===== config.mk =====
export PLATFORM = sky130hd
export DESIGN_NAME = acr_ctrl
export DESIGN_NICKNAME = d
export VERILOG_FILES = /design/src/rtl/acr_ctrl.v
export VERILOG_INCLUDE_DIRS = /design/src /design/src/rtl
export SDC_FILE = /design/constraint.sdc
export NUM_CORES = 1
export LEC_CHECK = 0
export BUFFER_PORTS_ARGS = -buffer_cell sky130_fd_sc_hd__buf_2
export CAP_MARGIN = 0
export CORE_MARGIN = 8
export CORE_UTILIZATION = 51
export DETAILED_ROUTE_END_ITERATION = 12
export PLACE_DENSITY_LB_ADDON = 0.08
export SYNTH_ARGS = -nofsm -noshare
export SYNTH_HDL_FRONTEND = slang
export SYNTH_SLANG_ARGS = --single-unit

===== constraint.sdc =====
create_clock -name clk_sys -period 2.31 [get_ports clk_sys]
set_input_delay 0.231 -clock clk_sys [delete_from_list [all_inputs] [get_ports clk_sys]]
set_output_delay 0.231 -clock clk_sys [all_outputs]
set_load 0.05 [all_outputs]

===== src/rtl/acr_map.vh =====
`ifndef ACR_MAP_VH
`define ACR_MAP_VH
// How it works
// - Codes 0..10 route pins 0..10; 11..14 temp, bandgap, supply/4, ground; 15 reserved.
// - Enable bit powers the converter; clearing it aborts a running conversion.
// - Single mode: each start write converts once; free-running: first start, then automatic.
// - First conversion after enabling takes 25 converter clocks, later ones 13.
// - Start bit reads one while converting, zero after; writing zero does nothing.
// - With auto trigger enabled and a nonzero trigger code, each rising edge of the selected trigger starts a conversion if none is running.
// - Done flag sets when a conversion finishes, whether or not the result registers are updated.
// - Done flag clears when its vector is taken or when software writes one.
// - Conversion interrupt (conv_irq) only while done flag, its enable and global enable are all set.
// - Prescaler 000/001 divide by 2, 010..111 divide by 4 up to 128.
// - Right adjust: bits 9:8 in high byte 1:0, bits 7:0 in low byte.
// - Left adjust: bits 9:2 in high byte, bits 1:0 in low byte 7:6.
// - After low byte read, result updates are blocked until high byte read.
// - Result bytes hold the latest 10-bit outcome stored while unlocked, laid out by adjust bit.
// - Channel or reference changes during a conversion apply only after it completes.
// - Selecting trigger code zero never itself produces a trigger event.
`define ACR_ADDR_CTRL_A 3'h0
`define ACR_ADDR_RES_LO 3'h1
`define ACR_ADDR_RES_HI 3'h2
`define ACR_ADDR_MUX 3'h3
`define ACR_ADDR_CTRL_B 3'h4
`define ACR_ADDR_IRQ_STAT 3'h5
`define ACR_ADDR_IRQ_CLR 3'h6
`define ACR_ADDR_IRQ_EN 3'h7
`define ACR_B_EN 7
`define ACR_B_START 6
`define ACR_B_ATE 5
`define ACR_B_DONE 4
`define ACR_B_IE 3
`define ACR_B_LAR 5
`define ACR_B_BIN 7
`define ACR_RESET_BYTE 8'h00
`define ACR_CYC_FIRST 6'h19
`define ACR_CYC_NORMAL 6'h0D
`define ACR_SEL_TEMP 4'hB
`define ACR_SEL_BANDGAP 4'hC
`define ACR_SEL_QUARTER 4'hD
`define ACR_SEL_GROUND 4'hE
`define ACR_SEL_RESERVED 4'hF
`endif


===== src/rtl/acr_ctrl.v =====
`timescale 1ns/10ps
`include "acr_map.vh"
module acr_ctrl (
   input wire clk_sys,
   input wire nrst,
   input wire [2:0] bus_addr,
   input wire [7:0] bus_wdata,
   input wire bus_wr,
   input wire bus_rd,
   output reg [7:0] bus_rdata,
   input wire [7:0] trigger_sources,
   input wire global_irq_enable,
   input wire irq_vector_taken,
   input wire [9:0] sample_value,
   input wire [1:0] sample_ref_unused,
   output reg conv_irq,
   output reg status_irq,
   output reg converter_power,
   output reg sample_hold,
   output reg [10:0] pin_select,
   output reg [3:0] internal_select,
   output reg diff_mode,
   output reg [3:0] diff_pos,
   output reg [3:0] diff_neg,
   output reg gain_high,
   output reg [1:0] ref_select
);
   localparam ST_IDLE = 2'd0;
   localparam ST_CONV = 2'd1;

   reg [7:0] ctrl_a_q;
   reg [7:0] mux_q;
   reg [7:0] ctrl_b_q;
   reg [9:0] result_q;
   reg lock_q;
   reg first_q;
   reg [1:0] state_q;
   reg [6:0] pre_cnt_q;
   reg [5:0] cyc_cnt_q;
   reg [5:0] cyc_len_q;
   reg [7:0] mux_live_q;
   reg [7:0] trig_s1_q;
   reg [7:0] trig_s2_q;
   reg trig_prev_q;
   reg [1:0] irq_stat_q;
   reg [1:0] irq_en_q;
   reg [9:0] samp_s1_q;
   reg [9:0] samp_s2_q;

   // Division factor minus one for each prescaler code
   function [6:0] div_limit;
      input [2:0] code;
      begin
         case (code)
            3'h0: div_limit = 7'h01;
            3'h1: div_limit = 7'h01;
            3'h2: div_limit = 7'h03;
            3'h3: div_limit = 7'h07;
            3'h4: div_limit = 7'h0F;
            3'h5: div_limit = 7'h1F;
            3'h6: div_limit = 7'h3F;
            default: div_limit = 7'h7F;
         endcase
      end
   endfunction

   wire wr_a = bus_wr && (bus_addr == `ACR_ADDR_CTRL_A);
   wire en_next = wr_a ? bus_wdata[`ACR_B_EN] : ctrl_a_q[`ACR_B_EN];
   wire [2:0] tsel = ctrl_b_q[2:0];
   wire trig_now = trig_s2_q[tsel];
   // Code zero means free running, driven by completion not by an edge
   wire trig_edge = ctrl_a_q[`ACR_B_ATE] && (tsel != 3'h0) && trig_now && !trig_prev_q;
   wire start_wr = wr_a && bus_wdata[`ACR_B_START] && en_next;
   wire tick = (pre_cnt_q == div_limit(ctrl_a_q[2:0]));
   wire conv_end = (state_q == ST_CONV) && tick && (cyc_cnt_q == cyc_len_q);
   wire free_run = ctrl_a_q[`ACR_B_ATE] && (tsel == 3'h0);
   wire start_go = (start_wr || trig_edge || (conv_end && free_run)) && en_next;
   wire done_clr = irq_vector_taken || (wr_a && bus_wdata[`ACR_B_DONE]);
   wire lo_rd = bus_rd && (bus_addr == `ACR_ADDR_RES_LO);
   wire hi_rd = bus_rd && (bus_addr == `ACR_ADDR_RES_HI);
   wire [15:0] view = mux_q[`ACR_B_LAR] ? {result_q, 6'h00} : {6'h00, result_q};

   always @(posedge clk_sys or negedge nrst) begin
      if (!nrst) begin
         trig_s1_q <= 8'h00;
         trig_s2_q <= 8'h00;
         samp_s1_q <= 10'h000;
         samp_s2_q <= 10'h000;
      end else begin
         trig_s1_q <= trigger_sources;
         trig_s2_q <= trig_s1_q;
         samp_s1_q <= sample_value;
         samp_s2_q <= samp_s1_q;
      end
   end

   always @(posedge clk_sys or negedge nrst) begin
      if (!nrst) begin
         ctrl_a_q <= `ACR_RESET_BYTE;
         mux_q <= `ACR_RESET_BYTE;
         ctrl_b_q <= `ACR_RESET_BYTE;
         mux_live_q <= `ACR_RESET_BYTE;
         result_q <= 10'h000;
         lock_q <= 1'b0;
         first_q <= 1'b1;
         state_q <= ST_IDLE;
         pre_cnt_q <= 7'h00;
         cyc_cnt_q <= 6'h00;
         cyc_len_q <= `ACR_CYC_NORMAL;
         trig_prev_q <= 1'b0;
         irq_stat_q <= 2'b00;
         irq_en_q <= 2'b00;
      end else begin
         trig_prev_q <= trig_now;
         if (wr_a) begin
            ctrl_a_q[`ACR_B_EN] <= bus_wdata[`ACR_B_EN];
            ctrl_a_q[`ACR_B_ATE] <= bus_wdata[`ACR_B_ATE];
            ctrl_a_q[`ACR_B_IE] <= bus_wdata[`ACR_B_IE];
            ctrl_a_q[2:0] <= bus_wdata[2:0];
         end
         if (bus_wr && bus_addr == `ACR_ADDR_MUX)
            mux_q <= bus_wdata;
         if (bus_wr && bus_addr == `ACR_ADDR_CTRL_B)
            ctrl_b_q <= {1'b0, bus_wdata[6:4], 1'b0, bus_wdata[2:0]};
         if (bus_wr && bus_addr == `ACR_ADDR_IRQ_EN)
            irq_en_q <= bus_wdata[1:0];
         // Done flag: set wins over a clear in the same cycle
         if (conv_end)
            ctrl_a_q[`ACR_B_DONE] <= 1'b1;
         else if (done_clr)
            ctrl_a_q[`ACR_B_DONE] <= 1'b0;
         // Per-bit set wins, so a clear of one event never swallows the other
         if (bus_wr && bus_addr == `ACR_ADDR_IRQ_CLR)
            irq_stat_q <= (irq_stat_q & ~bus_wdata[1:0]) | {trig_edge, conv_end};
         else
            irq_stat_q <= irq_stat_q | {trig_edge, conv_end};
         if (lo_rd)
            lock_q <= 1'b1;
         else if (hi_rd)
            lock_q <= 1'b0;
         if (state_q == ST_IDLE || tick)
            pre_cnt_q <= 7'h00;
         else
            pre_cnt_q <= pre_cnt_q + 7'h01;
         if (!en_next) begin
            state_q <= ST_IDLE;
            ctrl_a_q[`ACR_B_START] <= 1'b0;
            first_q <= 1'b1;
         end else if (state_q == ST_IDLE || conv_end) begin
            if (conv_end) begin
               if (!lock_q || hi_rd)
                  result_q <= samp_s2_q;
               mux_live_q <= mux_q;
            end
            if (start_go) begin
               state_q <= ST_CONV;
               ctrl_a_q[`ACR_B_START] <= 1'b1;
               cyc_cnt_q <= 6'h01;
               cyc_len_q <= first_q ? `ACR_CYC_FIRST : `ACR_CYC_NORMAL;
               first_q <= 1'b0;
               if (state_q == ST_IDLE)
                  mux_live_q <= mux_q;
            end else if (conv_end) begin
               state_q <= ST_IDLE;
               ctrl_a_q[`ACR_B_START] <= 1'b0;
            end
         end else if (tick)
            cyc_cnt_q <= cyc_cnt_q + 6'h01;
      end
   end

   always @(posedge clk_sys or negedge nrst) begin
      if (!nrst) begin
         bus_rdata <= 8'h00;
         conv_irq <= 1'b0;
         status_irq <= 1'b0;
         converter_power <= 1'b0;
         sample_hold <= 1'b0;
         pin_select <= 11'h000;
         internal_select <= 4'h0;
         diff_mode <= 1'b0;
         diff_pos <= 4'h0;
         diff_neg <= 4'h0;
         gain_high <= 1'b0;
         ref_select <= 2'b00;
      end else begin
         conv_irq <= ctrl_a_q[`ACR_B_DONE] && ctrl_a_q[`ACR_B_IE] && global_irq_enable;
         status_irq <= |(irq_stat_q & irq_en_q);
         converter_power <= ctrl_a_q[`ACR_B_EN];
         sample_hold <= (state_q == ST_CONV);
         ref_select <= mux_live_q[7:6];
         pin_select <= 11'h000;
         internal_select <= 4'h0;
         diff_pos <= 4'h0;
         diff_neg <= 4'h0;
         diff_mode <= mux_live_q[4];
         gain_high <= mux_live_q[4] & mux_live_q[0];
         if (!mux_live_q[4]) begin
            if (mux_live_q[3:0] <= 4'hA)
               pin_select <= 11'h001 << mux_live_q[3:0];
            else if (mux_live_q[3:0] != `ACR_SEL_RESERVED)
               internal_select <= mux_live_q[3:0];
         end else begin
            case (mux_live_q[3:1])
               3'h0: begin diff_pos <= 4'h0; diff_neg <= 4'h1; end
               3'h1: begin diff_pos <= 4'h1; diff_neg <= 4'h2; end
               3'h2: begin diff_pos <= 4'h2; diff_neg <= 4'h3; end
               3'h3: begin diff_pos <= 4'h4; diff_neg <= 4'h5; end
               3'h4: begin diff_pos <= 4'h5; diff_neg <= 4'h6; end
               3'h5: begin diff_pos <= 4'h6; diff_neg <= 4'h7; end
               3'h6: begin diff_pos <= 4'h8; diff_neg <= 4'h9; end
               default: begin diff_pos <= 4'h9; diff_neg <= 4'hA; end
            endcase
         end
         bus_rdata <= 8'h00;
         if (bus_rd) begin
            case (bus_addr)
               `ACR_ADDR_CTRL_A: bus_rdata <= ctrl_a_q;
               `ACR_ADDR_RES_LO: bus_rdata <= view[7:0];
               `ACR_ADDR_RES_HI: bus_rdata <= view[15:8];
               `ACR_ADDR_MUX: bus_rdata <= mux_q;
               `ACR_ADDR_CTRL_B: bus_rdata <= ctrl_b_q;
               `ACR_ADDR_IRQ_STAT: bus_rdata <= {6'h00, irq_stat_q};
               `ACR_ADDR_IRQ_EN: bus_rdata <= {6'h00, irq_en_q};
               default: bus_rdata <= 8'h00;
            endcase
         end
      end
   end
endmodule // acr_ctrl


# == Yosys cells after proc, flatten, opt, wreduce, memory -nomap -nowiden ==
# Cells that the tools add are included.
# classes
n_eq_ne,27
n_reduce_logical,45
n_bitwise,6
shifts,1
muxes,40
n_addsub,2
order_cmp,2
# ops
cell,count
4-bit one-hot mux with 7 select lines,2
8-bit one-hot mux with 7 select lines,1
7-bit one-hot mux with 6 select lines,1
8-bit 2-to-1 mux,4
"3-bit == test, second input constant",10
11-bit 2-to-1 mux,2
1-bit logical AND,20
4-bit 2-to-1 mux,5
"3-bit by 2-bit == test with 1-bit output, second input constant",6
6-bit 2-to-1 mux,3
16-bit 2-to-1 mux,1
1-bit 2-to-1 mux,13
3-bit zero test,4
"1-bit by 4-bit left shift with 11-bit output, first input constant",1
2-bit 2-to-1 mux,5
"3-bit by 1-bit == test with 1-bit output, second input constant",3
"7-bit by 1-bit adder with 7-bit output, second input constant",1
7-bit == test,1
7-bit 2-to-1 mux,1
"6-bit by 1-bit adder with 6-bit output, second input constant",1
6-bit == test,1
1-bit logical OR,6
2-bit AND reduction,3
3-bit AND reduction,2
19 further kinds,26
# word_totals
word_cells,156
regBits,143
input_bits,37

# == Logic depth before layout (Yosys ltp) ==
# Gate-level depths: netlist (run 1).
# logic_depth
word_depth,12
ltp_mapped,8
ltp_nobuf,8

# == Least setup slack after synthesis (run 1) ==
# OpenSTA, ideal clock, no wires.
# synth_timing
path_type,register -> register
start,register pre_cnt_q[2]
end,register result_q[0]
path_stages_with_launch,8
t_arrival_ns,2.217
period_less_slack_ns,2.342
slack_ns,-0.032
path_cell_list,dfrtp_1 > buf_6 > o21ba_1 > a221o_1 > a31oi_4 > nand4_2 > a211oi_4 > mux2_2
# synth_between
elab_chain_cells,5
# synth_rtl
item,line,source
start: declaration,acr_ctrl.v:38,reg [6:0] pre_cnt_q;
start signal: assignment,acr_ctrl.v:144,pre_cnt_q <= pre_cnt_q + 7'h01;
7-bit == test *,acr_ctrl.v:74,wire tick = (pre_cnt_q == div_limit(ctrl_a_q[2:0]));
1-bit logical AND * (2 in series),acr_ctrl.v:75,wire conv_end = (state_q == ST_CONV) && tick && (cyc_cnt_q == cyc_len_q);
1-bit logical OR,acr_ctrl.v:149,end else if (state_q == ST_IDLE || conv_end) begin
4-bit AND reduction (no line) *,--,
end signal: assignment,acr_ctrl.v:152,result_q <= samp_s2_q;
end: declaration,acr_ctrl.v:34,reg [9:0] result_q;
# Mark *: on every way between the ends. The rest lies on a longest branch, timed or not.
# A chain may end at the register's enable or synchronous reset.

# == Final worst setup path (run 1) ==
# layout_timing
start,register ctrl_a_q[0]
end,register result_q[3]
# layout_between
elab_chain_cells,8
# layout_rtl
item,line,source
start: declaration,acr_ctrl.v:31,reg [7:0] ctrl_a_q;
start signal: assignment,acr_ctrl.v:99,ctrl_a_q <= `ACR_RESET_BYTE;
start signal: indexed assignment,acr_ctrl.v:116,ctrl_a_q[`ACR_B_EN] <= bus_wdata[`ACR_B_EN];
start signal: indexed assignment,acr_ctrl.v:117,ctrl_a_q[`ACR_B_ATE] <= bus_wdata[`ACR_B_ATE];
3-bit by 1-bit == test with 1-bit output or 3-bit zero test (tied branches),acr_ctrl.v:54,case (code)
2-bit OR reduction (no line),--,
7-bit one-hot mux with 6 select lines *,acr_ctrl.v:54,
7-bit == test *,acr_ctrl.v:74,
1-bit logical AND * (2 in series),acr_ctrl.v:75,
1-bit logical OR,acr_ctrl.v:149,
4-bit AND reduction (no line) *,--,
# Marked as above.

==> flow_summary.json, run 1 <==
{
  "via_count": 3777,
  "insertedDiodeCount": 0,
  "cts.sinks": 134,
  "grt_pass1_wl_um": 19180,
  "ir_drop_mv": 0.7183,
  "setup_viol": 0,
  "finalMaxSlewViolations": 0,
  "rsz0062_at_grt": "true",
  "async_flop_share_pct": 100.0,
  "ys_seq_elements": 134,
  "syn-num-nets": 469,
  "dp_cells": 650,
  "worstPathArrival_ns": 2.65,
  "drc": 0,
  "hp-class": "in2reg",
  "nFillCells": 789,
  "cp-end-kind": "flop",
  "rows": 37,
  "initial_core_util_pct": 52.50,
  "portBuffers": 73,
  "fin_crit_ns": 2.240,
  "vias_per_cell": 5.320,
  "cts_tree": "built",
  "crit_type": "reg2reg",
  "dpl.hpwl_um": 7941,
  "area_growth_pct": 29.43,
  "gp_congestion": 0.8687,
  "drtAntennaViolNets": 0,
  "p_per_area_nw_per_um2": 1052,
  "grt_use_total_pct": 17.06,
  "instances_no_fill": 710,
  "routedWlPerCell_um": 16.09,
  "worst_slew_pin_slew_ns": 0.6041,
  "clkTransAtPathRegs_ns": 0.06,
  "min_period_over_period_pct": 96.98,
  "synth_warnings": 0,
  "initialDrtViolationCount": 272,
  "antenna_found_initial": 0,
  "drive_gt1_share_pct": 34.15,
  "nNetsFinal": 601,
  "critPathLaunchType": "flop",
  "fin_util_pct": 67.95,
  "syn_avg_cell_area_um2": 12.58,
  "fp.dieW_um": 118.9,
  "finClkSkew_ns": 0.01460,
  "path_max_fanout": 10,
  "fp.dieArea_um2": 14130,
  "synth-seq-area-share_pct": 62.20,
  "hold_violations": 0,
  "wl_met1_um": 5223,
  "dr_wl_met2_um": 5391,
  "wl_um": 11430,
  "crit_required_ns": 2.72,
  "grt_max_degree": 56,
  "cap_violations": 0,
  "htreeDepth": 4,
  "dr.max_layer_used": "met4",
  "dpl_worst_slack_ns": -0.07783,
  "syn_inst": 429,
  "yosysUniqueCellTypes": 58,
  "synthFlopType": "dfrtp_1",
  "fin_ws_ns": 0.06981,
  "die_h_um": 118.9,
  "cts_made_buffers": 17,
  "hold_path_depth": 2,
  "firstDrtPassIters": 4,
  "leakage_uw": 0.003327,
  "fmax_mhz": 446.4,
  "grt_pass1_vias": 3824,
  "cts_buffer_depth": 2,
  "r2r_cells": 7,
  "core_area_um2": 10280,
  "io_pins": 76,
  "run_status": "completed",
  "relSlewSlack_pct": 59.35,
  "met3WireLength_um": 626,
  "synth_edf_count": 0,
  "worst_skew_pair.late_latency_ns": 0.52,
  "grt_remaining_overflow": 0,
  "cts_root_buf": "clkbuf_8",
  "syn_area_um2": 5395
}
-- cells in the final DEF (no fill, tap or decap), types with 8 or more instances in the layout --
| master | n |
|---|---|
| nand3_1 | 8 |
| buf_4 | 29 |
| mux2_2 | 43 |
| clkbuf_16 | 16 |
| nand2b_1 | 8 |
| o21ai_0 | 8 |
| and3_1 | 14 |
| nand2_1 | 23 |
| and2_1 | 8 |
| dlygate4sd3_1 | 27 |
| dfrtp_1 | 130 |
| nor2_1 | 33 |
| a21oi_1 | 16 |
| buf_2 | 72 |
| inv_1 | 10 |
-- state kept, by name, indices dropped and copies added, names as in the netlist, 4 cells and up --
name,flops
cyc_cnt_q,6
pin_select,11
trig_s2_q,8
mux_q,8
pre_cnt_q,7
trig_s1_q,8
bus_rdata,8
internal_select,4
ctrl_b_q,6
mux_live_q,7
result_q,10
samp_s1_q,10
ctrl_a_q,8
samp_s2_q,10
diff_neg,4
-- routing by layer --
metal	global-route usage (%)	up-vias
met1	21.60	1864
met5	0	-
met4	8.458	0
met3	5.338	15
li1	-	1792
met2	26.14	106
-- path summary, 6_finish.rpt --
check	from	to	slack [ns]
setup / recovery	ctrl_a_q[0]	result_q[3]	0.07
hold / removal	bus_rd	bus_rdata[6]	0.05
setup reg to reg	ctrl_a_q[0]	result_q[3]	0.07
hold reg to reg	trig_s1_q[1]	trig_s2_q[1]	0.34
max in group asynchronous	nrst	trig_s2_q[4]	1.41
min in group asynchronous	nrst	pin_select[6]	0.23
-- where the power goes --
part | internal [µW] | total, µW | switching (µW)
logic | 663 | 1820 | 1150
registers | 2740 | 3050 | 310
clock network | 1520 | 2480 | 961
-- final cells by class --
class	instances	area (µm²)	area share [%]
clock buffer	18	417.9	5.985
tap	136	170.2	2.437
inverter	12	45.04	0.6450
sequential	134	3358	48.09
multi-input combinational	264	1937	27.74
clock inverter	14	135.1	1.935
timing repair buffer	132	919.6	13.17
-- cells in the mapped netlist (2+ instances only) --
cell type / n / share of area [%]
clkbuf_1: 12 / 0.83
nor2_1: 34 / 2.4
xor2_1: 5 / 0.81
nand3b_1: 4 / 0.56
nor2b_1: 5 / 0.58
and3_1: 14 / 1.6
a221oi_1: 3 / 0.49
or2_2: 2 / 0.23
buf_4: 2 / 0.28
buf_2: 2 / 0.19
mux2i_1: 8 / 1.5
nand2_1: 23 / 1.6
nand2b_1: 8 / 0.93
a22oi_1: 4 / 0.56
nor4_1: 4 / 0.46
nand3_1: 8 / 0.74
and2_1: 8 / 0.93
o21ai_0: 8 / 0.74
a221o_1: 2 / 0.37
nor3_1: 8 / 0.74
xnor2_1: 5 / 0.81
a211oi_1: 3 / 0.42
a22o_1: 3 / 0.49
o31ai_1: 2 / 0.28
mux2_2: 43 / 9.0
dfstp_2: 2 / 0.97
inv_1: 11 / 0.77
nand4_1: 4 / 0.46
ha_1: 3 / 0.70
dfrtp_1: 132 / 61
nor4b_1: 2 / 0.32
a21oi_1: 16 / 1.5
a31oi_1: 3 / 0.35
a211o_1: 2 / 0.32
a211oi_4: 2 / 0.74
nor3b_1: 4 / 0.56
a21o_1: 2 / 0.28
o22ai_1: 6 / 0.70
-- critical path, stage by stage, from the launching register on --
cell and delay [ns]:
dfrtp_2 0.44, o21ba_1 0.18, a221o_1 0.37, a31oi_4 0.26
nand4_4 0.15, a211oi_4 0.22, buf_12 0.18, mux2_2 0.33
-- repair_timing --
| item | in CTS | in global routing |
|---|---|---|
| gates resized for setup | 4 | 6 |
| endpoints found under the setup margin | 16 | 21 |
| buffers inserted | 0 | 1 |
| hold endpoints to repair | 66 | 0 |
| hold buffers | 27 | 0 |
| pin swaps | 0 | 6 |
-- logic make-up after synthesis --
logic type                 synth area share [%]
DFF                                       62.20
buffers and inverters                     2.504
muxes                                     10.46
AOI/OAI and AO/OA                         9.114
xor gates and xnor gates                  1.623
and+or+nand+nor                           13.40
adders and majority gates                0.6958
-- per-stage QoR --
| stage | area, µm² | setup TNS, ns | hold slack (ns) | power [µW] |
|---|---|---|---|---|
| 3_5_place_dp | 6117 | -0.3142 | 0.2401 | 4855 |
| 6_report | 6983 | 0 | 0.04512 | 7347 |
| 4_1_cts | 6953 | 0 | 0.01825 | 7411 |
| 5_1_grt | 6983 | -0.03233 | 0.02569 | 7727 |
| 3_3_place_gp | 6117 | 0 | 0.2372 | 4825 |
| 2_1_floorplan | 5399 | 0 | -0.06459 | 4305 |
Note: power is estimated with default switching activity, not from simulation.
==> run 2, diff against run 1 <==
- clock period: 2.31 -> 1.88 ns (I/O delays scaled with it)
==> flow_summary.json, run 2 (synthesis results as in run 1) <==
{
  "run_status": "finished with violations",
  "violations": "negative setup slack",
  "core_area_um2": 10280,
  "fin_crit_ns": 2.211,
  "drtAntennaViolNets": 0,
  "multi_input_area_um2": 2140,
  "fmax_mhz": 452.2,
  "critPathLaunchType": "flop",
  "r2r-end": "result_q[3]",
  "mostFrequentLayoutCells": "130 x dfrtp_1, 72 x buf_2, 57 x buf_4",
  "tns_ns": -7.234,
  "largest_register_ffs": 11,
  "initial_core_util_pct": 52.50,
  "cts_root_buf": "clkbuf_8",
  "min_to": "lock_q",
  "fin_ws_ns": -0.3314,
  "postLayoutCellArea_um2": 7535,
  "r2r_start": "cyc_len_q[2]",
  "r2r_cells": 7,
  "wl_um": 12420,
  "gp_congestion": 0.8439,
  "p_per_area_nw_per_um2": 1246,
  "finalMaxSlewViolations": 0,
  "worst_slew_pin_slew_ns": 0.5311,
  "cts_buffer_depth": 2,
  "clkTransAtPathRegs_ns": 0.06,
  "crit_type": "reg2reg",
  "ir_drop_mv": 1.081,
  "worst_skew_pair.late_latency_ns": 0.52,
  "crit_required_ns": 2.28,
  "rows": 37,
  "routedWlPerCell_um": 16.58,
  "hold_path_depth": 3,
  "placed_area_um2": 6380,
  "initialDrtViolationCount": 271,
  "hold_violations": 0,
  "worstSetupStartpoint": "cyc_len_q[2]",
  "via_count": 3971,
  "antenna_found_initial": 0,
  "die_h_um": 118.9,
  "r2r_setup_slack_ns": -0.33,
  "hp-class": "in2reg",
  "grt_max_degree": 40,
  "fp.dieW_um": 118.9,
  "cts_tree": "built",
  "final_common_cell": "dfrtp_1",
  "drc": 0,
  "worstPathArrival_ns": 2.62,
  "nFillCells": 701,
  "min_period_over_period_pct": 117.6,
  "vias_per_cell": 5.302,
  "groute.layer.met1.usage_pct": 22.40,
  "htreeDepth": 4,
  "firstDrtPassIters": 4,
  "path_max_fanout": 10,
  "grt.busiest_layer": "met2",
  "insertedDiodeCount": 0,
  "cts_made_buffers": 17,
  "setup_viol": 31,
  "grt_pass1_vias": 4148,
  "dpl.hpwl_um": 8479,
  "seq_area_um2": 3358,
  "portBuffers": 73,
  "leakage_uw": 0.003589,
  "grt_use_total_pct": 18.42,
  "met2_usage_pct": 30.24,
  "finClkSkew_ns": 0.008219,
  "grt_remaining_overflow": 0,
  "drive_gt1_share_pct": 41.11,
  "fp.dieArea_um2": 14130,
  "cp-end-kind": "flop",
  "cap_violations": 0,
  "met3_usage_pct": 5.716,
  "worstHoldStart": "bus_addr[1]",
  "rsz0062_at_grt": "true",
  "relSlewSlack_pct": 64.59,
  "cts.sinks": 134,
  "io_pins": 76,
  "whs_ns": 0.1456,
  "grt_pass1_wl_um": 20590,
  "area_growth_pct": 39.66,
  "nNetsFinal": 640,
  "top_register": "pin_select"
}
[run 2: repair_timing]
item | CTS | global route
pin swaps | 11 | 10
hold buffers | 30 | 0
gates resized for setup | 37 | 19
endpoints found under the hold margin | 75 | 0
buffers inserted | 4 | 2
setup endpoints to repair | 27 | 32
[run 2: stage by stage]
stage	setup slack (ns)	utilization (%)	total power [µW]	cells
finish	-0.3314	73.31	9386	749
floorplan	-0.3999	-	5299	429
detailed placement	-0.3903	62.08	6095	681
global placement	-0.3679	62.08	6047	681
global route	-0.4165	73.31	9840	749
CTS	-0.3140	72.24	9368	747
[run 2: final cells by class]
type	count	area share, %
Sequential cell	134	44.57
Multi-Input combinational cell	264	28.40
Timing Repair Buffer	171	16.71
Clock buffer	21	6.094
Tap cell	136	2.258
Clock inverter	11	1.345
Inverter	12	0.6310
[run 2: routing by layer]
metal  up-vias  wire length, µm
met5         -                0
met4         0              223
met3        20              685
met2       118             6249
met1      1974             5260
li1       1859                -
[run 2: worst max-delay path by stage]
stage	end	slack, ns	cells past startpoint
2_1_floorplan	mux_live_q[0]	-0.40	7
3_3_place_gp	result_q[1]	-0.37	7
3_5_place_dp	result_q[3]	-0.39	7
4_1_cts	result_q[8]	-0.31	7
5_1_grt	cyc_len_q[4]	-0.42	9
6_report	result_q[3]	-0.33	7
[run 2: power breakdown]
part	switching (µW)	leakage [µW]	internal (µW)
logic	1560	0.00164	1050
registers	389	0.00169	3360
clock network	1170	0.000266	1850
[run 2: worst max-delay path, stage by stage, from the launching register on]
cell and delay [ns]:
dfstp_2 0.53, xor2_1 0.06, or4_4 0.54, inv_4 0.11, nand4_4 0.12, a211oi_4 0.22, buf_12 0.17, mux2_2 0.34
